**config.mk**
```make
export PLATFORM = sky130hd
export DESIGN_NAME = mcor_group
export DESIGN_NICKNAME = d
export VERILOG_FILES = /design/src/rtl/mcor_pkg.sv /design/src/rtl/mcor_group.sv /design/src/rtl/mcor_divider.sv
export SDC_FILE = /design/constraint.sdc
export NUM_CORES = 1
export LEC_CHECK = 0
export BUFFER_PORTS_ARGS = -buffer_cell sky130_fd_sc_hd__buf_2
export CAP_MARGIN = 10
export CORE_MARGIN = 3
export CORE_UTILIZATION = 25
export CTS_BUF_LIST = sky130_fd_sc_hd__clkbuf_4
export CTS_CLUSTER_DIAMETER = 40
export DETAILED_ROUTE_END_ITERATION = 7
export SYNTH_ARGS = -nofsm -noshare
export SYNTH_HDL_FRONTEND = slang
export SYNTH_SLANG_ARGS = --single-unit
```
**constraint.sdc**
```tcl
create_clock -name sys_clk -period 2.4 [get_ports sys_clk]
set_input_delay 0.36 -clock sys_clk [delete_from_list [all_inputs] [get_ports sys_clk]]
set_output_delay 0.36 -clock sys_clk [all_outputs]
set_load 0.03 [all_outputs]
```
**src/rtl/mcor_pkg.sv**
```systemverilog
// shared constants, types and the output window function for the block
package mcor_pkg;
    localparam int         MCOR_CELLS       = 16;
    localparam int         MCOR_GCLKS       = 4;
    localparam int         MCOR_CHAIN_STEP  = 4;
    localparam int         MCOR_DIV_W       = 20;
    localparam logic [4:0] MCOR_DIV_EXP_MAX = 5'h14;
    localparam logic [4:0] MCOR_DIV_EXP_KHZ = 5'h0A;
    localparam logic [3:0] MCOR_OSC_CELL    = 4'hF;
    localparam logic [3:0] MCOR_TIMER_CELL  = 4'hE;
    localparam logic [3:0] MCOR_CLEAR_CELL  = 4'hD;
    localparam logic [3:0] MCOR_GATE_CELL   = 4'hC;
    localparam logic [3:0] MCOR_IO12_LIMIT  = 4'hC;
    localparam logic [3:0] MCOR_IO8_LIMIT   = 4'h8;
    localparam logic       MCOR_PENDING_RST = 1'h1;
    localparam logic [15:0] MCOR_Q_RST      = 16'h0000;
    localparam logic [15:0] MCOR_OE_N_RST   = 16'hFFFF;
    localparam logic [3:0] MCOR_GCLK_RST    = 4'h0;
    localparam logic [19:0] MCOR_CNT_RST    = 20'h00000;

    typedef enum logic [2:0] {
        MCOR_CK_G0,
        MCOR_CK_G1,
        MCOR_CK_G2,
        MCOR_CK_G3,
        MCOR_CK_TERM,
        MCOR_CK_TERM_N,
        MCOR_CK_SHARED,
        MCOR_CK_GND
    } mcor_clk_sel_t;

    typedef enum logic [1:0] {
        MCOR_CE_TERM,
        MCOR_CE_TERM_N,
        MCOR_CE_SHARED,
        MCOR_CE_HIGH
    } mcor_ce_sel_t;

    typedef enum logic [1:0] {
        MCOR_IO16,
        MCOR_IO12,
        MCOR_IO8,
        MCOR_IO_RSVD
    } mcor_io_mode_t;

    typedef struct packed {
        mcor_clk_sel_t clk_sel;
        mcor_ce_sel_t  ce_sel;
        logic          block_init_used;
        logic          swap;
        logic          indiv_sr_en;
        logic          chain_en;
    } mcor_cell_cfg_t;

    typedef struct packed {
        logic [1:0] src;
        logic       invert;
    } mcor_gclk_cfg_t;

    typedef struct packed {
        mcor_io_mode_t io_mode;
        logic          bie_from_pin;
        logic [3:0]    bie_cell;
        logic          osc_fb_en;
        logic          timer_fb_en;
        logic [4:0]    div_exp;
    } mcor_blk_cfg_t;

    // first cell of the eight-cell window feeding I/O slice k
    function automatic logic [3:0] mcor_win_start(mcor_io_mode_t m,
                                                  logic [3:0]    k);
        logic [3:0] third;
        third = k / 4'h3;
        case (m)
            MCOR_IO8:  mcor_win_start = {k[2:0], 1'b0};
            MCOR_IO12: mcor_win_start = k + third;
            default:   mcor_win_start = k;
        endcase
    endfunction
endpackage

```
**src/rtl/mcor_group.sv**
```systemverilog
// one logic block group: cells, clocks, init, output routing, input gating
// What this block does
// - cluster n may feed cluster n+4
// - clock enable picks term, inverted, shared, high
// - block init term reaches every cell
// - two stolen terms give individual set, reset
// - per-cell swap exchanges reset and preset
// - swap setting also fixes power-up state
// - set-on-block-init cells power up set
// - other cells power up reset
// - global clock pins reach generator and routing
// - four group clocks from true/complement globals
// - output enable follows output to chosen pin
// - one routing slice per I/O cell
// - sixteen I/O: window starts at cell k
// - eight I/O: window starts at cell 2k
// - twelve I/O: windows start 0,1,2,4,5,6...
// - pin gets enable term of routed cell
// - one input gate enable per block
// - gate enable from cell logic or pin
// - each pin may ignore the gate enable
// - two feedbacks may carry oscillator, divider
// - cells drive divider clear and clock gate
// - divider output is oscillator over ratio
module mcor_group (
    input  wire logic                    sys_clk,
    input  wire logic                    arst_n,
    input  wire logic [3:0]              global_clk_pin,
    input  wire logic [15:0]             cluster_sum,
    input  wire logic [15:0]             term_clock,
    input  wire logic [15:0]             term_init_or_enable,
    input  wire logic [15:0]             term_set,
    input  wire logic [15:0]             term_reset,
    input  wire logic [15:0]             term_oe,
    input  wire logic                    shared_term_clock,
    input  wire logic                    block_init,
    input  mcor_pkg::mcor_cell_cfg_t [15:0] cell_cfg,
    input  mcor_pkg::mcor_gclk_cfg_t [3:0]  gclk_cfg,
    input  wire logic [15:0][2:0]        slice_sel,
    input  mcor_pkg::mcor_blk_cfg_t      blk_cfg,
    input  wire logic [15:0]             io_in_pin,
    input  wire logic                    bie_pin,
    input  wire logic [15:0]             pin_ignore_bie,
    input  wire logic                    ring_clock_out,
    output logic [15:0]                  cell_q,
    output logic [15:0]                  cell_feedback,
    output logic [3:0]                   group_clock,
    output logic [3:0]                   grp_clock_pins,
    output logic [15:0]                  io_out,
    output logic [15:0]                  io_oe_n,
    output logic [15:0]                  io_in_gated,
    output logic                         divider_clear,
    output logic                         runtime_clock_gate,
    output logic                         divided_clock_out
);
    logic [3:0]  gclk_m;
    logic [3:0]  gclk_s;
    logic [15:0] pin_m;
    logic [15:0] pin_s;
    logic        bie_m;
    logic        bie_s;
    logic        osc_m;
    logic        osc_s;
    logic        pending;
    logic [3:0]  next_group_clock;
    logic [15:0] wide_sum;
    logic [15:0] sel_lvl;
    logic [15:0] sel_prev;
    logic [15:0] clk_evt;
    logic [15:0] ce_lvl;
    logic [15:0] rst_eff;
    logic [15:0] set_eff;
    logic [15:0] pup;
    logic [15:0] next_io_out;
    logic [15:0] next_io_oe_n;
    logic        bie_lvl;
    logic        ring_gated;

    // every pin-side input passes two flops before any use
    always_ff @(posedge sys_clk or negedge arst_n) begin
        if (!arst_n) begin
            gclk_m <= mcor_pkg::MCOR_GCLK_RST;
            gclk_s <= mcor_pkg::MCOR_GCLK_RST;
            pin_m  <= mcor_pkg::MCOR_Q_RST;
            pin_s  <= mcor_pkg::MCOR_Q_RST;
            bie_m  <= 1'h0;
            bie_s  <= 1'h0;
            osc_m  <= 1'h0;
            osc_s  <= 1'h0;
        end else begin
            gclk_m <= global_clk_pin;
            gclk_s <= gclk_m;
            pin_m  <= io_in_pin;
            pin_s  <= pin_m;
            bie_m  <= bie_pin;
            bie_s  <= bie_m;
            osc_m  <= ring_clock_out;
            osc_s  <= osc_m;
        end
    end

    always_comb begin
        for (int g = 0; g < mcor_pkg::MCOR_GCLKS; g++) begin
            next_group_clock[g] = gclk_s[gclk_cfg[g].src]
                                ^ gclk_cfg[g].invert;
        end
    end

    always_ff @(posedge sys_clk or negedge arst_n) begin
        if (!arst_n) begin
            group_clock    <= mcor_pkg::MCOR_GCLK_RST;
            grp_clock_pins <= mcor_pkg::MCOR_GCLK_RST;
        end else begin
            group_clock    <= next_group_clock;
            grp_clock_pins <= gclk_s;
        end
    end

    always_comb begin
        for (int n = 0; n < mcor_pkg::MCOR_CELLS; n++) begin
            if (n >= mcor_pkg::MCOR_CHAIN_STEP && cell_cfg[n].chain_en) begin
                wide_sum[n] = cluster_sum[n]
                            | wide_sum[n - mcor_pkg::MCOR_CHAIN_STEP];
            end else begin
                wide_sum[n] = cluster_sum[n];
            end
        end
    end

    always_comb begin
        for (int i = 0; i < mcor_pkg::MCOR_CELLS; i++) begin
            case (cell_cfg[i].clk_sel)
                mcor_pkg::MCOR_CK_G0:     sel_lvl[i] = group_clock[0];
                mcor_pkg::MCOR_CK_G1:     sel_lvl[i] = group_clock[1];
                mcor_pkg::MCOR_CK_G2:     sel_lvl[i] = group_clock[2];
                mcor_pkg::MCOR_CK_G3:     sel_lvl[i] = group_clock[3];
                mcor_pkg::MCOR_CK_TERM:   sel_lvl[i] = term_clock[i];
                mcor_pkg::MCOR_CK_TERM_N: sel_lvl[i] = ~term_clock[i];
                mcor_pkg::MCOR_CK_SHARED: sel_lvl[i] = shared_term_clock;
                default:                  sel_lvl[i] = 1'h0;
            endcase
            case (cell_cfg[i].ce_sel)
                mcor_pkg::MCOR_CE_TERM:   ce_lvl[i] = term_init_or_enable[i];
                mcor_pkg::MCOR_CE_TERM_N: ce_lvl[i] = ~term_init_or_enable[i];
                mcor_pkg::MCOR_CE_SHARED: ce_lvl[i] = shared_term_clock;
                default:                  ce_lvl[i] = 1'h1;
            endcase
            // swap turns block and individual resets into presets
            rst_eff[i] = (cell_cfg[i].block_init_used & block_init
                          & ~cell_cfg[i].swap)
                       | (cell_cfg[i].indiv_sr_en
                          & (cell_cfg[i].swap ? term_set[i]
                                              : term_reset[i]));
            set_eff[i] = (cell_cfg[i].block_init_used & block_init
                          & cell_cfg[i].swap)
                       | (cell_cfg[i].indiv_sr_en
                          & (cell_cfg[i].swap ? term_reset[i]
                                              : term_set[i]));
            pup[i] = cell_cfg[i].block_init_used & cell_cfg[i].swap;
        end
    end

    assign clk_evt = sel_lvl & ~sel_prev;

    // power-up state is loaded one edge after release, since the
    // async reset may only load constants; no clock event is taken
    // before that edge
    always_ff @(posedge sys_clk or negedge arst_n) begin
        if (!arst_n) begin
            pending  <= mcor_pkg::MCOR_PENDING_RST;
            sel_prev <= mcor_pkg::MCOR_Q_RST;
            cell_q   <= mcor_pkg::MCOR_Q_RST;
        end else if (pending) begin
            pending  <= 1'h0;
            sel_prev <= sel_lvl;
            cell_q   <= pup;
        end else begin
            sel_prev <= sel_lvl;
            for (int i = 0; i < mcor_pkg::MCOR_CELLS; i++) begin
                // reset wins over set, as in the register cell
                if (rst_eff[i]) begin
                    cell_q[i] <= 1'h0;
                end else if (set_eff[i]) begin
                    cell_q[i] <= 1'h1;
                end else if (clk_evt[i] && ce_lvl[i]) begin
                    cell_q[i] <= wide_sum[i];
                end
            end
        end
    end

    assign ring_gated = osc_s & ~runtime_clock_gate;

    always_ff @(posedge sys_clk or negedge arst_n) begin
        if (!arst_n) begin
            cell_feedback      <= mcor_pkg::MCOR_Q_RST;
            divider_clear      <= 1'h0;
            runtime_clock_gate <= 1'h0;
        end else begin
            cell_feedback <= cell_q;
            if (blk_cfg.osc_fb_en) begin
                cell_feedback[mcor_pkg::MCOR_OSC_CELL] <= ring_gated;
            end
            if (blk_cfg.timer_fb_en) begin
                cell_feedback[mcor_pkg::MCOR_TIMER_CELL] <=
                    divided_clock_out;
            end
            divider_clear      <= cell_q[mcor_pkg::MCOR_CLEAR_CELL];
            runtime_clock_gate <= cell_q[mcor_pkg::MCOR_GATE_CELL];
        end
    end

    mcor_divider mcor_divider_inst (
        .sys_clk   (sys_clk),
        .arst_n    (arst_n),
        .osc_level (ring_gated),
        .clear     (divider_clear),
        .div_exp   (blk_cfg.div_exp),
        .divided   (divided_clock_out)
    );

    function automatic logic slice_active(mcor_pkg::mcor_io_mode_t m,
                                          logic [3:0]              k);
        case (m)
            mcor_pkg::MCOR_IO12: slice_active = k < mcor_pkg::MCOR_IO12_LIMIT;
            mcor_pkg::MCOR_IO8:  slice_active = k < mcor_pkg::MCOR_IO8_LIMIT;
            default:             slice_active = 1'h1;
        endcase
    endfunction

    always_comb begin
        logic [3:0] src;
        src = 4'h0;
        for (int k = 0; k < mcor_pkg::MCOR_CELLS; k++) begin
            // 4-bit sum wraps the window modulo sixteen
            src = mcor_pkg::mcor_win_start(blk_cfg.io_mode, 4'(k))
                + {1'b0, slice_sel[k]};
            if (slice_active(blk_cfg.io_mode, 4'(k))) begin
                next_io_out[k]  = cell_q[src];
                next_io_oe_n[k] = ~term_oe[src];
            end else begin
                next_io_out[k]  = 1'h0;
                next_io_oe_n[k] = 1'h1;
            end
        end
    end

    always_ff @(posedge sys_clk or negedge arst_n) begin
        if (!arst_n) begin
            io_out  <= mcor_pkg::MCOR_Q_RST;
            io_oe_n <= mcor_pkg::MCOR_OE_N_RST;
        end else begin
            io_out  <= next_io_out;
            io_oe_n <= next_io_oe_n;
        end
    end

    assign bie_lvl = blk_cfg.bie_from_pin ? bie_s
                                          : cell_q[blk_cfg.bie_cell];

    // a blocked pin holds its last value so nothing inside toggles
    always_ff @(posedge sys_clk or negedge arst_n) begin
        if (!arst_n) begin
            io_in_gated <= mcor_pkg::MCOR_Q_RST;
        end else begin
            for (int j = 0; j < mcor_pkg::MCOR_CELLS; j++) begin
                if (bie_lvl || pin_ignore_bie[j]) begin
                    io_in_gated[j] <= pin_s[j];
                end
            end
        end
    end
endmodule

```
**src/rtl/mcor_divider.sv**
```systemverilog
// oscillator divider: counts oscillator edges, divides by 2^div_exp
module mcor_divider (
    input  wire logic       sys_clk,
    input  wire logic       arst_n,
    input  wire logic       osc_level,
    input  wire logic       clear,
    input  wire logic [4:0] div_exp,
    output logic            divided
);
    logic                          osc_prev;
    logic                          osc_rise;
    logic [mcor_pkg::MCOR_DIV_W-1:0] cnt;
    logic [mcor_pkg::MCOR_DIV_W-1:0] next_cnt;
    logic [4:0]                    exp_eff;

    assign osc_rise = osc_level & ~osc_prev;

    always_comb begin
        // ratios beyond the counter width clamp to the slowest one
        if (div_exp > mcor_pkg::MCOR_DIV_EXP_MAX) begin
            exp_eff = mcor_pkg::MCOR_DIV_EXP_MAX;
        end else begin
            exp_eff = div_exp;
        end
        if (clear) begin
            next_cnt = mcor_pkg::MCOR_CNT_RST;
        end else if (osc_rise) begin
            next_cnt = cnt + 20'h00001;
        end else begin
            next_cnt = cnt;
        end
    end

    always_ff @(posedge sys_clk or negedge arst_n) begin
        if (!arst_n) begin
            osc_prev <= 1'h0;
            cnt      <= mcor_pkg::MCOR_CNT_RST;
            divided  <= 1'h0;
        end else begin
            osc_prev <= osc_level;
            cnt      <= next_cnt;
            if (exp_eff == 5'h00) begin
                divided <= osc_level;
            end else begin
                divided <= next_cnt[exp_eff - 5'h01];
            end
        end
    end
endmodule

```
==> key figures, run 1 <==
Routing
  – Highest metal layer used by the detailed router: met5
  – Final ANT Viol Nets: 0
  – Met2 wire length: 29500 um
  – Routed length per placed instance: 23.9 um
  – First DRT Iteration DRCs: slightly above 1k
  – Via density per instance: 5.26
  – Detailed-router iteration count before antenna repair: 5
  – Met3 wirelength from detailed routing: 6040 um
  – Metal-1 WL: ~22000 um
  – DRC errors left: 0
  – Vias post-DR: 13.2k
  – Sum of routed wire length over all layers: 60100 um

Die
  – Number of top-level pins: between 400 and 500
  – Overall die width: 237 um
  – Area of the core: ~0.052 mm^2
  – Initial core utilization: about a quarter
  – Die Ht: around 240 um
  – Area enclosed by the die boundary: 0.0559 mm^2
  – Total number of placement rows: 83

CTS
  – Number of clock sinks seen by CTS: 171
  – H-tree depth: 4
  – Root Driver: sky130_fd_sc_hd__clkbuf_4
  – TritonCTS Buffers: 17
  – Clock-pin slew of the registers on the worst-case setup and hold paths: roughly 210 ps
  – Clock tree from TritonCTS: done
  – Clk buf depth: 2
  – Insertion delay of the later-clocked pin in the worst-skew pair: 750 ps

Placed design
  – Cells after DPL: between 2k and 2.5k
  – Count of input and output buffers: 442
  – Detailed placer's ending HPWL: between 40000 and 50000 um
  – Placed cell areas: 0.0173 mm^2
  – Post-placement setup slack: -387 ps
  – GP Congestion: 0.892

Timing
  – Worst hold slack after final layout: 113 ps
  – Number of max-slew violations in the final report: 0
  – Period Utilization, post-route: 103%
  – Highest attainable clock frequency: 0.404 GHz
  – Worst Tran Pin Value: 672 ps
  – Setup repair after global routing missed its margin: yes
  – Final worst slack: -74.3 ps
  – Worst slew slack as a fraction of its limit: 55.2%
  – Setup TNS after final layout: -766 ps
  – Setup violations, final: 16
  – Clk_skew: 33.0 ps
  – Number of failing hold endpoints at the final stage: 0
  – Minimum period implied by the final worst setup slack: 2470 ps

Cells and area
  – Most common cell after layout, fill and taps aside: sky130_fd_sc_hd__buf_2
  – Post-Layout Inst Area: 0.0196 mm^2
  – Top library cells by usage in the layout, fill and taps aside: 441 x sky130_fd_sc_hd__buf_2, 174 x sky130_fd_sc_hd__dlygate4sd3_1, 165 x sky130_fd_sc_hd__mux4_2
  – Utilization after layout: a little under two fifths
  – Filler cells: between 5k and 6k
  – Number of nets in the finished design: roughly 2.2k
  – Post-Layout Cell Count: about 2.5k
  – Post-synthesis to final-layout area growth: 47.5%
  – Share of cells above drive strength 1: 49.5%

Global routing
  – Overall fraction of global-route tracks in use: between 20% and 30%
  – Largest net degree at the start of global routing: 64
  – Congestion Overflow GR: 0
  – Vias in the first global route: between 10k and 15k
  – Number of antenna violations at the first check in global routing: 22
  – First-pass GRT wire length: slightly below 90000 um

Pwr
  – Switching share of total power: around two fifths
  – Sequential group share of total power: 33.3%
  – Clk pwr share: about a fifth
  – Post-route total power: ~11 mW
  – Cell Pwr Density: around 540 mW/mm^2
  – LEAKAGE: 8.62 nW
  – Combinational group share of total power: 47.8%
  – Maximum VDD drop: 247 uV
  – Power spent charging and discharging nets: 4.30 mW
  – Internal power contribution: 6.32 mW

Yosys
  – Proportion of synthesized flip-flops having asynchronous set or reset: 100%
  – Synthesized area: between 0.01 and 0.015 mm^2
  – Sequential area share after synthesis: 32.4%
  – Synth Area per Inst: 11.8 um^2
  – Synth Register Bits: between 150 and 200
  – Post-synth EDFFs: 0
  – Main flop type after synthesis: sky130_fd_sc_hd__dfrtp_1
  – Number of unique standard cell types used by synthesis: 65
  – Yosys warns: 0
  – Number of instances in the synthesized netlist: 1122
  – Number of nets in the synthesized netlist: 1527

Setup path
  – Delay of the slowest critical-path stage: between 500 and 600 ps
  – Slowest cell on crit path: sky130_fd_sc_hd__mux4_2
  – CP Data Required Time: 3040 ps
  – Worst Path Arrival: 3110 ps
  – Start-to-end type of the worst setup path: flop to flop
  – Critical Path, Cell by Cell: mux4_2 -> mux4_2 -> mux2_4 -> nor2_4 -> mux2_4
  – Highest fanout seen on the critical path: 8
  – Category of the worst setup path capture point: flop
  – Startpoint Class: flop

Run status
  – Result of the run: finished with violations
  – Violations in the final reports: setup timing

Hold path
  – Tightest Hold Check Type: input port to flop

Run
  – Max Cap Viol: 0
-- cells by family after synthesis --
group	Yosys count	synth area share, %
xor gates and xnor gates	55	3.63
and+or+nand+nor	242	9.17
other	1	0.0282
DFF	171	32.4
buffers and inverters	142	4.08
muxes	252	34.9
AOI/OAI and AO/OA	210	10.5
adders and majority gates	49	5.29
-- power groups by stage --
stage                     Sequential, mW  Combinational (mW)  Clock (mW)
after detailed placement            3.60                4.71           0
after CTS                           3.54                5.05        2.14
after floorplan                     4.08                2.35           0
after global placement              3.59                4.61           0
after global routing                3.58                5.39        2.25
final                               3.53                5.07        2.02
-- final timing paths --
check                                  from  slack [ps]         endpoint  depth (start not counted)
worst max-delay path              cell_q[8]         -70  io_in_gated[14]                          5
worst min-delay path            blk_cfg[13]         110       io_oe_n[9]                          4
worst max register to register    cell_q[8]         -70  io_in_gated[14]                          5
worst min register to register    pin_m[15]         350        pin_s[15]                          0
max in group asynchronous            arst_n        1530  io_in_gated[10]                          3
min in group asynchronous            arst_n         200        io_out[9]                          2
-- sequential cells by signal (all words and copies together), names as in the netlist, 16 cells and up --
register,cells
pin_s,16
io_in_gated,16
cell_feedback,16
sel_prev,16
pin_m,16
cell_q,16
mcor_divider_inst.cnt,20
io_oe_n,16
io_out,16
-- routing by layer --
| metal | vias up | global-route usage (%) |
|---|---|---|
| li1 | 5715 | - |
| met1 | 6478 | 24.5 |
| met2 | 865 | 36.0 |
| met3 | 175 | 5.71 |
| met4 | 8 | 10.2 |
| met5 | - | 0 |
-- Yosys cell counts, types with 4 or more instances --
cell,n,area [um^2]
sky130_fd_sc_hd__o211ai_1,9,67.6
sky130_fd_sc_hd__nand3_1,21,105
sky130_fd_sc_hd__o32a_1,4,40.0
sky130_fd_sc_hd__fa_1,12,240
sky130_fd_sc_hd__nand4_1,5,31.3
sky130_fd_sc_hd__and3_1,8,50.1
sky130_fd_sc_hd__nor2b_1,15,93.8
sky130_fd_sc_hd__o21bai_1,4,30.0
sky130_fd_sc_hd__a31oi_1,19,119
sky130_fd_sc_hd__ha_1,37,463
sky130_fd_sc_hd__a311o_1,9,90.1
sky130_fd_sc_hd__o21a_1,9,67.6
sky130_fd_sc_hd__nand3b_1,8,60.1
sky130_fd_sc_hd__or3b_2,4,35.0
sky130_fd_sc_hd__clkbuf_1,85,319
sky130_fd_sc_hd__mux4_2,165,3720
sky130_fd_sc_hd__a21o_1,11,82.6
sky130_fd_sc_hd__xnor2_1,38,333
sky130_fd_sc_hd__a211o_1,6,52.6
sky130_fd_sc_hd__and2_1,4,25.0
sky130_fd_sc_hd__a21oi_1,34,170
sky130_fd_sc_hd__o21ai_0,53,265
sky130_fd_sc_hd__dfrtp_1,154,3850
sky130_fd_sc_hd__or2_2,4,25.0
sky130_fd_sc_hd__o31a_1,4,35.0
sky130_fd_sc_hd__dfstp_2,17,447
sky130_fd_sc_hd__nor2_1,80,300
sky130_fd_sc_hd__a2bb2oi_1,4,35.0
sky130_fd_sc_hd__nor3_1,16,80.1
sky130_fd_sc_hd__a211oi_1,15,113
sky130_fd_sc_hd__or3_1,10,62.6
sky130_fd_sc_hd__a22oi_1,12,90.1
sky130_fd_sc_hd__inv_1,51,191
sky130_fd_sc_hd__mux2_2,26,293
sky130_fd_sc_hd__or4_1,7,52.6
sky130_fd_sc_hd__nand2_1,46,173
sky130_fd_sc_hd__mux2i_1,50,500
sky130_fd_sc_hd__nor3b_1,4,30.0
sky130_fd_sc_hd__xor2_1,17,149
sky130_fd_sc_hd__mux2_1,11,124
sky130_fd_sc_hd__a22o_1,4,35.0
-- critical path: cells and delay by family (launching register included) --
| family | cells | cell delay (ps) |
|---|---|---|
| DFF | 1 | 480 |
| muxes | 4 | 1770 |
| and+or+nand+nor | 1 | 120 |
-- repair_timing --
action,CTS,global route
gates resized for setup,9,14
gates cloned,1,0
hold endpoints to repair,162,0
buffers inserted,6,5
pin swaps,5,6
setup endpoints to repair,19,20
hold buffers,174,0
-- layout make-up --
class	instances	area, um^2	area share [%]
antenna	15	37.5	0.192
clock inverter	15	223	1.14
clock buffer	17	128	0.651
timing repair buffer	755	5090	26.0
multi-input combinational	810	8710	44.4
inverter	52	228	1.16
tap	680	851	4.34
sequential	171	4330	22.1
(Power assumes the default switching activity.)
==> run 2: changes to the inputs <==
--- a/config.mk
+++ b/config.mk
@@ -6,4 +6,5 @@
 export NUM_CORES = 1
 export LEC_CHECK = 0
+export ABC_AREA = 1
 export BUFFER_PORTS_ARGS = -buffer_cell sky130_fd_sc_hd__buf_2
 export CAP_MARGIN = 10
==> constraint.sdc (replaced) <==
create_clock -name sys_clk -period 2.95 [get_ports sys_clk]
set_input_delay 0.885 -clock sys_clk [delete_from_list [all_inputs] [get_ports sys_clk]]
set_output_delay 0.885 -clock sys_clk [all_outputs]
set_load 0.03 [all_outputs]
==> run 2 against run 1 <==
The flow now finishes without violations. Design area decreased by 7.7%. Register-to-register slack improved by 900 ps. Sequential cell count unchanged. Synthesized area increased by 5.4%. Worst setup slack improved by 280 ps. Worst hold slack improved by 120 ps. Routed wire length increased by 7.9%. Non-clock buffer count decreased by 189. Combinational power decreased by 18%. Clock skew decreased by 2.9 ps. Synthesized cell count increased by 86%. Count of clock-buffer cells in the layout increased by 1.
==> key figures, run 2 <==
Routing
  – Vias post-DR: 16.7k (was 13.2k)
  – DRC errors left: 0 (unchanged)
  – First DRT Iteration DRCs: 1475 (was 1015)
  – Via density per instance: 5.02 (was 5.26)
  – Routed length per placed instance: 19.5 um (was 23.9 um)
  – Detailed-router iteration count before antenna repair: 6 (was 5)
  – Final ANT Viol Nets: 0 (unchanged)
  – Sum of routed wire length over all layers: 64800 um (was 60100 um)

Die
  – Area of the core: 0.0553 mm^2 (was 0.0519 mm^2)
  – Total number of placement rows: 86 (was 83)
  – Die Ht: 243 um (was 237 um)
  – Number of top-level pins: 447 (unchanged)
  – Initial core utilization: 25.3% (was 25.6%)
  – Area enclosed by the die boundary: 0.0589 mm^2 (was 0.0559 mm^2)
  – Overall die width: 243 um (was 237 um)

Yosys
  – Share of synthesized cell area in full adder, half adder and majority cells: 5.02% (was 5.29%)
  – List of most frequent post-synthesis cells: 336 x sky130_fd_sc_hd__a21oi_1, 336 x sky130_fd_sc_hd__o21ai_0, 281 x sky130_fd_sc_hd__nand2_1 (was 165 x sky130_fd_sc_hd__mux4_2, 154 x sky130_fd_sc_hd__dfrtp_1, 85 x sky130_fd_sc_hd__clkbuf_1)
  – Proportion of synthesized flip-flops having asynchronous set or reset: 100% (unchanged)
  – Synth Area per Inst: 6.72 um^2 (was 11.8 um^2)
  – Number of instances in the synthesized netlist: 2084 (was 1122)
  – Sequential area share after synthesis: 30.7% (was 32.4%)
  – Post-synth EDFFs: 0 (unchanged)
  – Leading cell types by total area after synthesis: sky130_fd_sc_hd__dfrtp_1 28%, sky130_fd_sc_hd__a21oi_1 12%, sky130_fd_sc_hd__o21ai_0 12% (was sky130_fd_sc_hd__dfrtp_1 29%, sky130_fd_sc_hd__mux4_2 28%, sky130_fd_sc_hd__mux2i_1 3.8%)
  – Simple-Gate Fraction of Synth Area: 17.7% (was 9.17%)
  – Fraction of synthesized cell area taken by the top area cell type: 27.5% (was 29.0%)
  – Main flop type after synthesis: sky130_fd_sc_hd__dfrtp_1 (unchanged)
  – Fraction of the mapped netlist area in compound gates: 33.8% (was 10.5%)
  – Number of unique standard cell types used by synthesis: 52 (was 65)
  – Synth Register Bits: 171 (unchanged)
  – Multiplexer fraction of the synthesized cell area: 0.161% (was 34.9%)
  – Parity-gate share of the synthesized area counting xor and xnor cells: 2.69% (was 3.63%)
  – Leading area contributor after synthesis: sky130_fd_sc_hd__dfrtp_1 (unchanged)
  – Main combinational cell family by area after synthesis: compound AO/OA/AOI/OAI gates (was multiplexers)
  – Yosys warns: 0 (unchanged)
  – Number of nets in the synthesized netlist: 2489 (was 1527)
  – Synthesized area: 0.0140 mm^2 (was 0.0133 mm^2)

Pwr
  – Maximum VDD drop: 251 uV (was 247 uV)
  – Power spent charging and discharging nets: 3.95 mW (was 4.30 mW)
  – Internal power contribution: 4.56 mW (was 6.32 mW)
  – Post-route total power: 8.51 mW (was 10.6 mW)
  – Sequential group share of total power: 34.3% (was 33.3%)
  – Clk pwr share: 17.0% (was 19.0%)
  – Switching share of total power: 46.4% (was 40.5%)
  – Cell Pwr Density: 471 mW/mm^2 (was 542 mW/mm^2)
  – LEAKAGE: 8.81 nW (was 8.62 nW)
  – Combinational group share of total power: 48.7% (was 47.8%)

CTS
  – Insertion delay of the later-clocked pin in the worst-skew pair: 740 ps (was 750 ps)
  – Root Driver: sky130_fd_sc_hd__clkbuf_4 (unchanged)
  – H-tree depth: 4 (unchanged)
  – Number of clock sinks seen by CTS: 171 (unchanged)
  – Clk buf depth: 2 (unchanged)
  – Clock tree from TritonCTS: done (unchanged)
  – Clock-pin slew of the registers on the worst-case setup and hold paths: 170 ps (was 210 ps)
  – TritonCTS Buffers: 17 (unchanged)
  – Post-CTS setup buffer count: 0 (was 6)

Cells and area
  – Area of the multi-input gates: 0.00834 mm^2 (was 0.00871 mm^2)
  – Filler cells: 6080 (was 5091)
  – Max FFs per register: 20 (unchanged)
  – Top library cells by usage in the layout, fill and taps aside: 441 x sky130_fd_sc_hd__buf_2, 335 x sky130_fd_sc_hd__o21ai_0, 335 x sky130_fd_sc_hd__a21oi_1 (was 441 x sky130_fd_sc_hd__buf_2, 174 x sky130_fd_sc_hd__dlygate4sd3_1, 165 x sky130_fd_sc_hd__mux4_2)
  – Share of cells above drive strength 1: 25.5% (was 49.5%)
  – Utilization after layout: 32.7% (was 37.7%)
  – Post-synthesis to final-layout area growth: 29.1% (was 47.5%)
  – Register bank with the most flops: mcor_divider_inst.cnt (unchanged)
  – Number of nets in the finished design: 2965 (was 2212)
  – Sequential cell area: 0.00430 mm^2 (was 0.00433 mm^2)
  – Most common cell after layout, fill and taps aside: sky130_fd_sc_hd__buf_2 (unchanged)
  – Post-Layout Inst Area: 0.0181 mm^2 (was 0.0196 mm^2)

Setup path
  – CP Data Required Time: 2070 ps (was 3040 ps)
  – Start-to-end type of the worst setup path: flop to primary output (was flop to flop)
  – Slowest cell on crit path: sky130_fd_sc_hd__dfrtp_1 (was sky130_fd_sc_hd__mux4_2)
  – Startpoint Class: flop (unchanged)
  – Highest fanout seen on the critical path: 17 (was 8)
  – Delay of the slowest critical-path stage: 800 ps (was 570 ps)
  – Dominant delay contributor by cell family on the critical path: flip-flops (was multiplexers)
  – Crit path buffers/inverters: 1 (was 0)
  – Worst Path Arrival: 1860 ps (was 3110 ps)
  – Critical Path, Cell by Cell: buf_2 (was mux4_2 -> mux4_2 -> mux2_4 -> nor2_4 -> mux2_4)
  – Category of the worst setup path capture point: primary output (was flop)

Global routing
  – Number of antenna violations at the first check in global routing: 15 (was 22)
  – Largest net degree at the start of global routing: 63 (was 64)
  – Congestion Overflow GR: 0 (unchanged)
  – Overall fraction of global-route tracks in use: 21.5% (was 21.1%)
  – First-pass GRT wire length: 95000 um (was 87100 um)
  – Vias in the first global route: 15.0k (was 14.0k)

Timing
  – Number of max-slew violations in the final report: 0 (unchanged)
  – Minimum period implied by the final worst setup slack: 2750 ps
  – Final worst slack: 201 ps (was -74.3 ps)
  – Worst Tran Pin Value: 895 ps (was 672 ps)
  – Number of failing hold endpoints at the final stage: 0 (unchanged)
  – Worst slew slack as a fraction of its limit: 40.3% (was 55.2%)
  – Highest attainable clock frequency: about 0.36 GHz
  – Setup repair after global routing missed its margin: no (was yes)
  – Clk_skew: 30.2 ps (was 33.0 ps)
  – Period Utilization, post-route: slightly above 90%
  – Setup violations, final: 0 (was 16)

Run
  – Max Cap Viol: 0 (unchanged)

Hold path
  – Tightest Hold Check Type: input port to flop (unchanged)

Placed design
  – GP Congestion: 0.935 (was 0.892)
  – Post-placement setup slack: -164 ps (was -387 ps)
  – Placed cell areas: 0.0178 mm^2 (was 0.0173 mm^2)
  – Detailed placer's ending HPWL: 49700 um (was 43400 um)
  – Count of input and output buffers: 442 (unchanged)

Run status
  – Result of the run: complete, no violations (was finished with violations)
[run 2: changes by cell type after synthesis, sizes merged, moves of 16 or more]
| cell | delta |
|---|---|
| inv | +192 |
| mux4 | -165 |
| xnor2 | -32 |
| o22ai | +16 |
| a21oi | +301 |
| o21ai | +316 |
| o211ai | +44 |
| xor2 | +20 |
| nor2 | +103 |
| mux2 | -35 |
| nand3 | +89 |
| nand2 | +236 |
| mux2i | -50 |
[run 2: timing repair]
| item | CTS | global route |
|---|---|---|
| hold endpoints to repair | 11 | 0 |
| hold buffers | 1 | 0 |
| endpoints found under the setup margin | 1 | 0 |
| resized for setup | 1 | 0 |
[run 2: final timing paths]
kind,startpoint,end,slack (ps),cells past startpoint
max,group_clock[2],group_clock[2],200,1
min,io_in_pin[15],pin_m[15],230,1
max reg2reg,cell_feedback[12],mcor_divider_inst.divided,830,14
min reg2reg,osc_m,osc_s,360,0
max in group asynchronous,arst_n,io_oe_n[2],1670,3
min in group asynchronous,arst_n,pin_m[1],550,2
[run 2: cell type report]
cell class | instances | share of cell area (%)
Multi-Input combinational cell | 1555 | 46.1
Sequential cell | 171 | 23.8
Timing Repair Buffer | 566 | 18.0
Inverter | 249 | 5.27
Tap cell | 748 | 5.18
Clock buffer | 18 | 0.748
Clock inverter | 14 | 0.741
Antenna cell | 10 | 0.138
[run 2: cell families after synthesis]
family	Yosys count
fa+ha+maj	49
compound gates	860
simple gates	600
flops	171
buf+inv	358
other cells	1
mux	2
xor+xnor	43
[run 2: power by group through the flow]
| stage | registers (mW) | clock network (mW) | logic (mW) |
|---|---|---|---|
| floorplan | 3.36 | 0 | 1.94 |
| finish | 2.92 | 1.45 | 4.15 |
| detailed placement | 2.97 | 0 | 4.09 |
| global route | 2.95 | 1.64 | 4.55 |
| global placement | 2.97 | 0 | 4.09 |
| CTS | 2.93 | 1.56 | 4.11 |
[run 2: metrics by stage]
stage          std cells  setup TNS (ps)  hold WS [ps]
2_1_floorplan       2084               0           331
3_3_place_gp        3288           -1580           332
3_5_place_dp        3288           -1750           335
4_1_cts             3321               0          85.4
5_1_grt             3328               0          89.7
6_report            3331               0           233
[run 2: layer usage]
layer | up-vias | global-route usage, % | wire [um]
li1 | 8124 | - | -
met1 | 7701 | 29.7 | 28500
met2 | 763 | 33.0 | 28800
met3 | 119 | 4.76 | 5780
met4 | 6 | 7.50 | 1750
met5 | - | 0 | 38
==> run 3: changes to the inputs <==
CORE_ASPECT_RATIO = 1.25   (was not set)
==> run 3 against run 2 <==
Routed wire length grew 9.3%. Worst hold slack worse by 130 ps. Highest routed layer unchanged. Sequential cell count stayed put. Clock skew grew 21 ps. Clock power rose by 8%. Sequential share of layout area fell by 0.12 points. Via count increased by 1.9%. Register-to-register slack worse by 210 ps. Worst setup slack worse by 120 ps. Combinational power hardly changed. Critical endpoint is now cell_q[15]. Cell count up 0.15%.
==> key figures, run 3 (same netlist as run 2, synthesis figures left out) <==
Timing
  – Worst hold slack after final layout: 106 ps (was 233 ps)
  – Worst Tran Pin Value: 1120 ps (was 895 ps)
  – Minimum period implied by the final worst setup slack: 2870 ps (was 2750 ps)
  – Number of max-slew violations in the final report: 0 (unchanged)
  – Highest attainable clock frequency: 0.349 GHz (was 0.364 GHz)
  – Worst slew slack as a fraction of its limit: 25.0% (was 40.3%)
  – Number of failing hold endpoints at the final stage: 0 (unchanged)
  – Final worst slack: 80.8 ps (was 201 ps)
  – Setup violations, final: 0 (unchanged)
  – Setup repair after global routing missed its margin: no (unchanged)
  – Clk_skew: 51.2 ps (was 30.2 ps)
  – Period Utilization, post-route: 97.3% (was 93.2%)

CTS
  – Number of clock sinks seen by CTS: 171 (unchanged)
  – Cts hold-fix bufs: 0 (was 1)
  – TritonCTS Buffers: 17 (unchanged)
  – Root Driver: sky130_fd_sc_hd__clkbuf_4 (unchanged)
  – Insertion delay of the later-clocked pin in the worst-skew pair: 710 ps (was 740 ps)
  – H-tree depth: 4 (unchanged)
  – Clock-pin slew of the registers on the worst-case setup and hold paths: 170 ps (about the same)
  – Clock tree from TritonCTS: done (unchanged)
  – Clk buf depth: 2 (unchanged)

Global routing
  – Vias in the first global route: 16.0k (was 15.0k)
  – Overall fraction of global-route tracks in use: 23.5% (was 21.5%)
  – Congestion Overflow GR: 0 (unchanged)
  – Number of antenna violations at the first check in global routing: 30 (was 15)
  – Largest net degree at the start of global routing: 54 (was 63)
  – First-pass GRT wire length: 102000 um (was 95000 um)

Routing
  – DRC errors left: 0 (unchanged)
  – Routed length per placed instance: 21.2 um (was 19.5 um)
  – Final ANT Viol Nets: 0 (unchanged)
  – Detailed-router iteration count before antenna repair: 8 (was 6)
  – Via density per instance: 5.10 (was 5.02)
  – First DRT Iteration DRCs: 1566 (was 1475)
  – Vias post-DR: 17.0k (was 16.7k)
  – Sum of routed wire length over all layers: 70900 um (was 64800 um)

Setup path
  – Crit path buffers/inverters: 1 (unchanged)
  – Category of the worst setup path capture point: primary output (unchanged)
  – Highest fanout seen on the critical path: 10 (was 17)
  – CP Data Required Time: 2070 ps (about the same)
  – Dominant delay contributor by cell family on the critical path: flip-flops (unchanged)
  – Startpoint Class: flop (unchanged)
  – Critical Path, Cell by Cell: buf_2 (unchanged)
  – Worst Path Arrival: 1980 ps (was 1860 ps)
  – Slowest cell on crit path: sky130_fd_sc_hd__dfrtp_1 (unchanged)
  – Delay of the slowest critical-path stage: 940 ps (was 800 ps)
  – Start-to-end type of the worst setup path: flop to primary output (unchanged)

Die
  – Die Ht: 271 um (was 243 um)
  – Total number of placement rows: 96 (was 86)
  – Number of top-level pins: 447 (unchanged)
  – Overall die width: 218 um (was 243 um)
  – Area of the core: 0.0551 mm^2 (was 0.0553 mm^2)
  – Area enclosed by the die boundary: 0.0589 mm^2 (about the same)
  – Initial core utilization: 25.4% (was 25.3%)

Pwr
  – Power spent charging and discharging nets: 3.92 mW (was 3.95 mW)
  – Switching share of total power: 45.4% (was 46.4%)
  – Sequential group share of total power: 33.7% (was 34.3%)
  – Maximum VDD drop: 266 uV (was 251 uV)
  – LEAKAGE: 8.85 nW (was 8.81 nW)
  – Clk pwr share: 18.1% (was 17.0%)
  – Internal power contribution: 4.71 mW (was 4.56 mW)
  – Cell Pwr Density: 475 mW/mm^2 (was 471 mW/mm^2)
  – Combinational group share of total power: 48.2% (was 48.7%)

Cells and area
  – Top library cells by usage in the layout, fill and taps aside: 441 x sky130_fd_sc_hd__buf_2, 335 x sky130_fd_sc_hd__o21ai_0, 335 x sky130_fd_sc_hd__a21oi_1 (unchanged)
  – Post-synthesis to final-layout area growth: 29.7% (was 29.1%)
  – Utilization after layout: 33.0% (was 32.7%)
  – Number of nets in the finished design: 2969 (was 2965)
  – Max FFs per register: 20 (unchanged)
  – Share of cells above drive strength 1: 25.7% (was 25.5%)
  – Register bank with the most flops: mcor_divider_inst.cnt (unchanged)
  – Most common cell after layout, fill and taps aside: sky130_fd_sc_hd__buf_2 (unchanged)

Run status
  – Result of the run: complete, no violations (unchanged)

Placed design
  – Detailed placer's ending HPWL: 55800 um (was 49700 um)
  – GP Congestion: 0.978 (was 0.935)
  – Count of input and output buffers: 442 (unchanged)
  – Post-placement setup slack: -200 ps (was -164 ps)

Run
  – Max Cap Viol: 0 (unchanged)

Hold path
  – Tightest Hold Check Type: input port to async pin (was input port to flop)
run 3: changes by cell type in the layout (fill, tap and decap cells not counted):
cell	previous run	this run
sky130_fd_sc_hd__dlygate4sd3_1	1	0
sky130_fd_sc_hd__clkinv_2	2	5
sky130_fd_sc_hd__diode_2	10	24
sky130_fd_sc_hd__bufinv_16	1	3
sky130_fd_sc_hd__clkinvlp_4	2	3
sky130_fd_sc_hd__clkinv_4	4	5
sky130_fd_sc_hd__clkinv_1	6	4
sky130_fd_sc_hd__buf_4	115	119
sky130_fd_sc_hd__clkbuf_4	18	17
sky130_fd_sc_hd__buf_12	8	9
sky130_fd_sc_hd__inv_8	4	0
run 3: worst paths after layout:
check	from	depth (start not counted)	slack (ps)	end
worst max register to register	cell_q[15]	6	620	io_out[8]
min in group sys_clk	ring_clock_out	1	270	osc_m
max in group asynchronous	arst_n	2	2020	group_clock[1]
worst min-delay path	arst_n	1	110	mcor_divider_inst.cnt[5]
worst max-delay path	cell_q[15]	1	80	cell_q[15]
worst min register to register	pin_m[15]	0	360	pin_s[15]
run 3: per-stage QoR:
step / cells / TNS [ps] / power [mW] / instance area, um^2
6_report: 3336 / 0 / 8.63 / 18200
5_1_grt: 3328 / 0 / 9.26 / 18100
3_5_place_dp: 3280 / -1640 / 7.09 / 17800
2_1_floorplan: 2084 / 0 / 5.31 / 14100
4_1_cts: 3312 / 0 / 8.72 / 18100
3_3_place_gp: 3280 / -1560 / 7.07 / 17800
run 3: cell type report:
| type | count | area (um^2) |
|---|---|---|
| diodes | 24 | 60.1 |
| clock buffers | 17 | 128 |
| clock inverters | 15 | 173 |
| fillers | 6106 | 37000 |
| inverters | 249 | 952 |
| multi-input cells | 1555 | 8340 |
| flip-flops and latches | 171 | 4300 |
| well taps | 735 | 920 |
| repair buffers | 570 | 3290 |
run 3: power groups by stage:
stage / combinational, mW / sequential [mW] / clock (mW)
after floorplan: 1.94 / 3.36 / 0
after global placement: 4.11 / 2.96 / 0
after detailed placement: 4.13 / 2.96 / 0
after CTS: 4.14 / 2.92 / 1.66
after global routing: 4.57 / 2.95 / 1.74
final: 4.16 / 2.91 / 1.56
run 3: repair_timing:
action / 4_1_cts / 5_1_grt
setup buffers: 0 / 0
setup endpoints to repair: 1 / 0
gates resized for setup: 1 / 0
run 3: per-layer routing:
layer	track usage, %	vias to the layer above	part of all wire, %
met1	25.5	7723	35
met5	0	-	0.049
met2	39.3	916	47
li1	-	8163	-
met3	7.25	218	10
met4	15.8	8	7.6
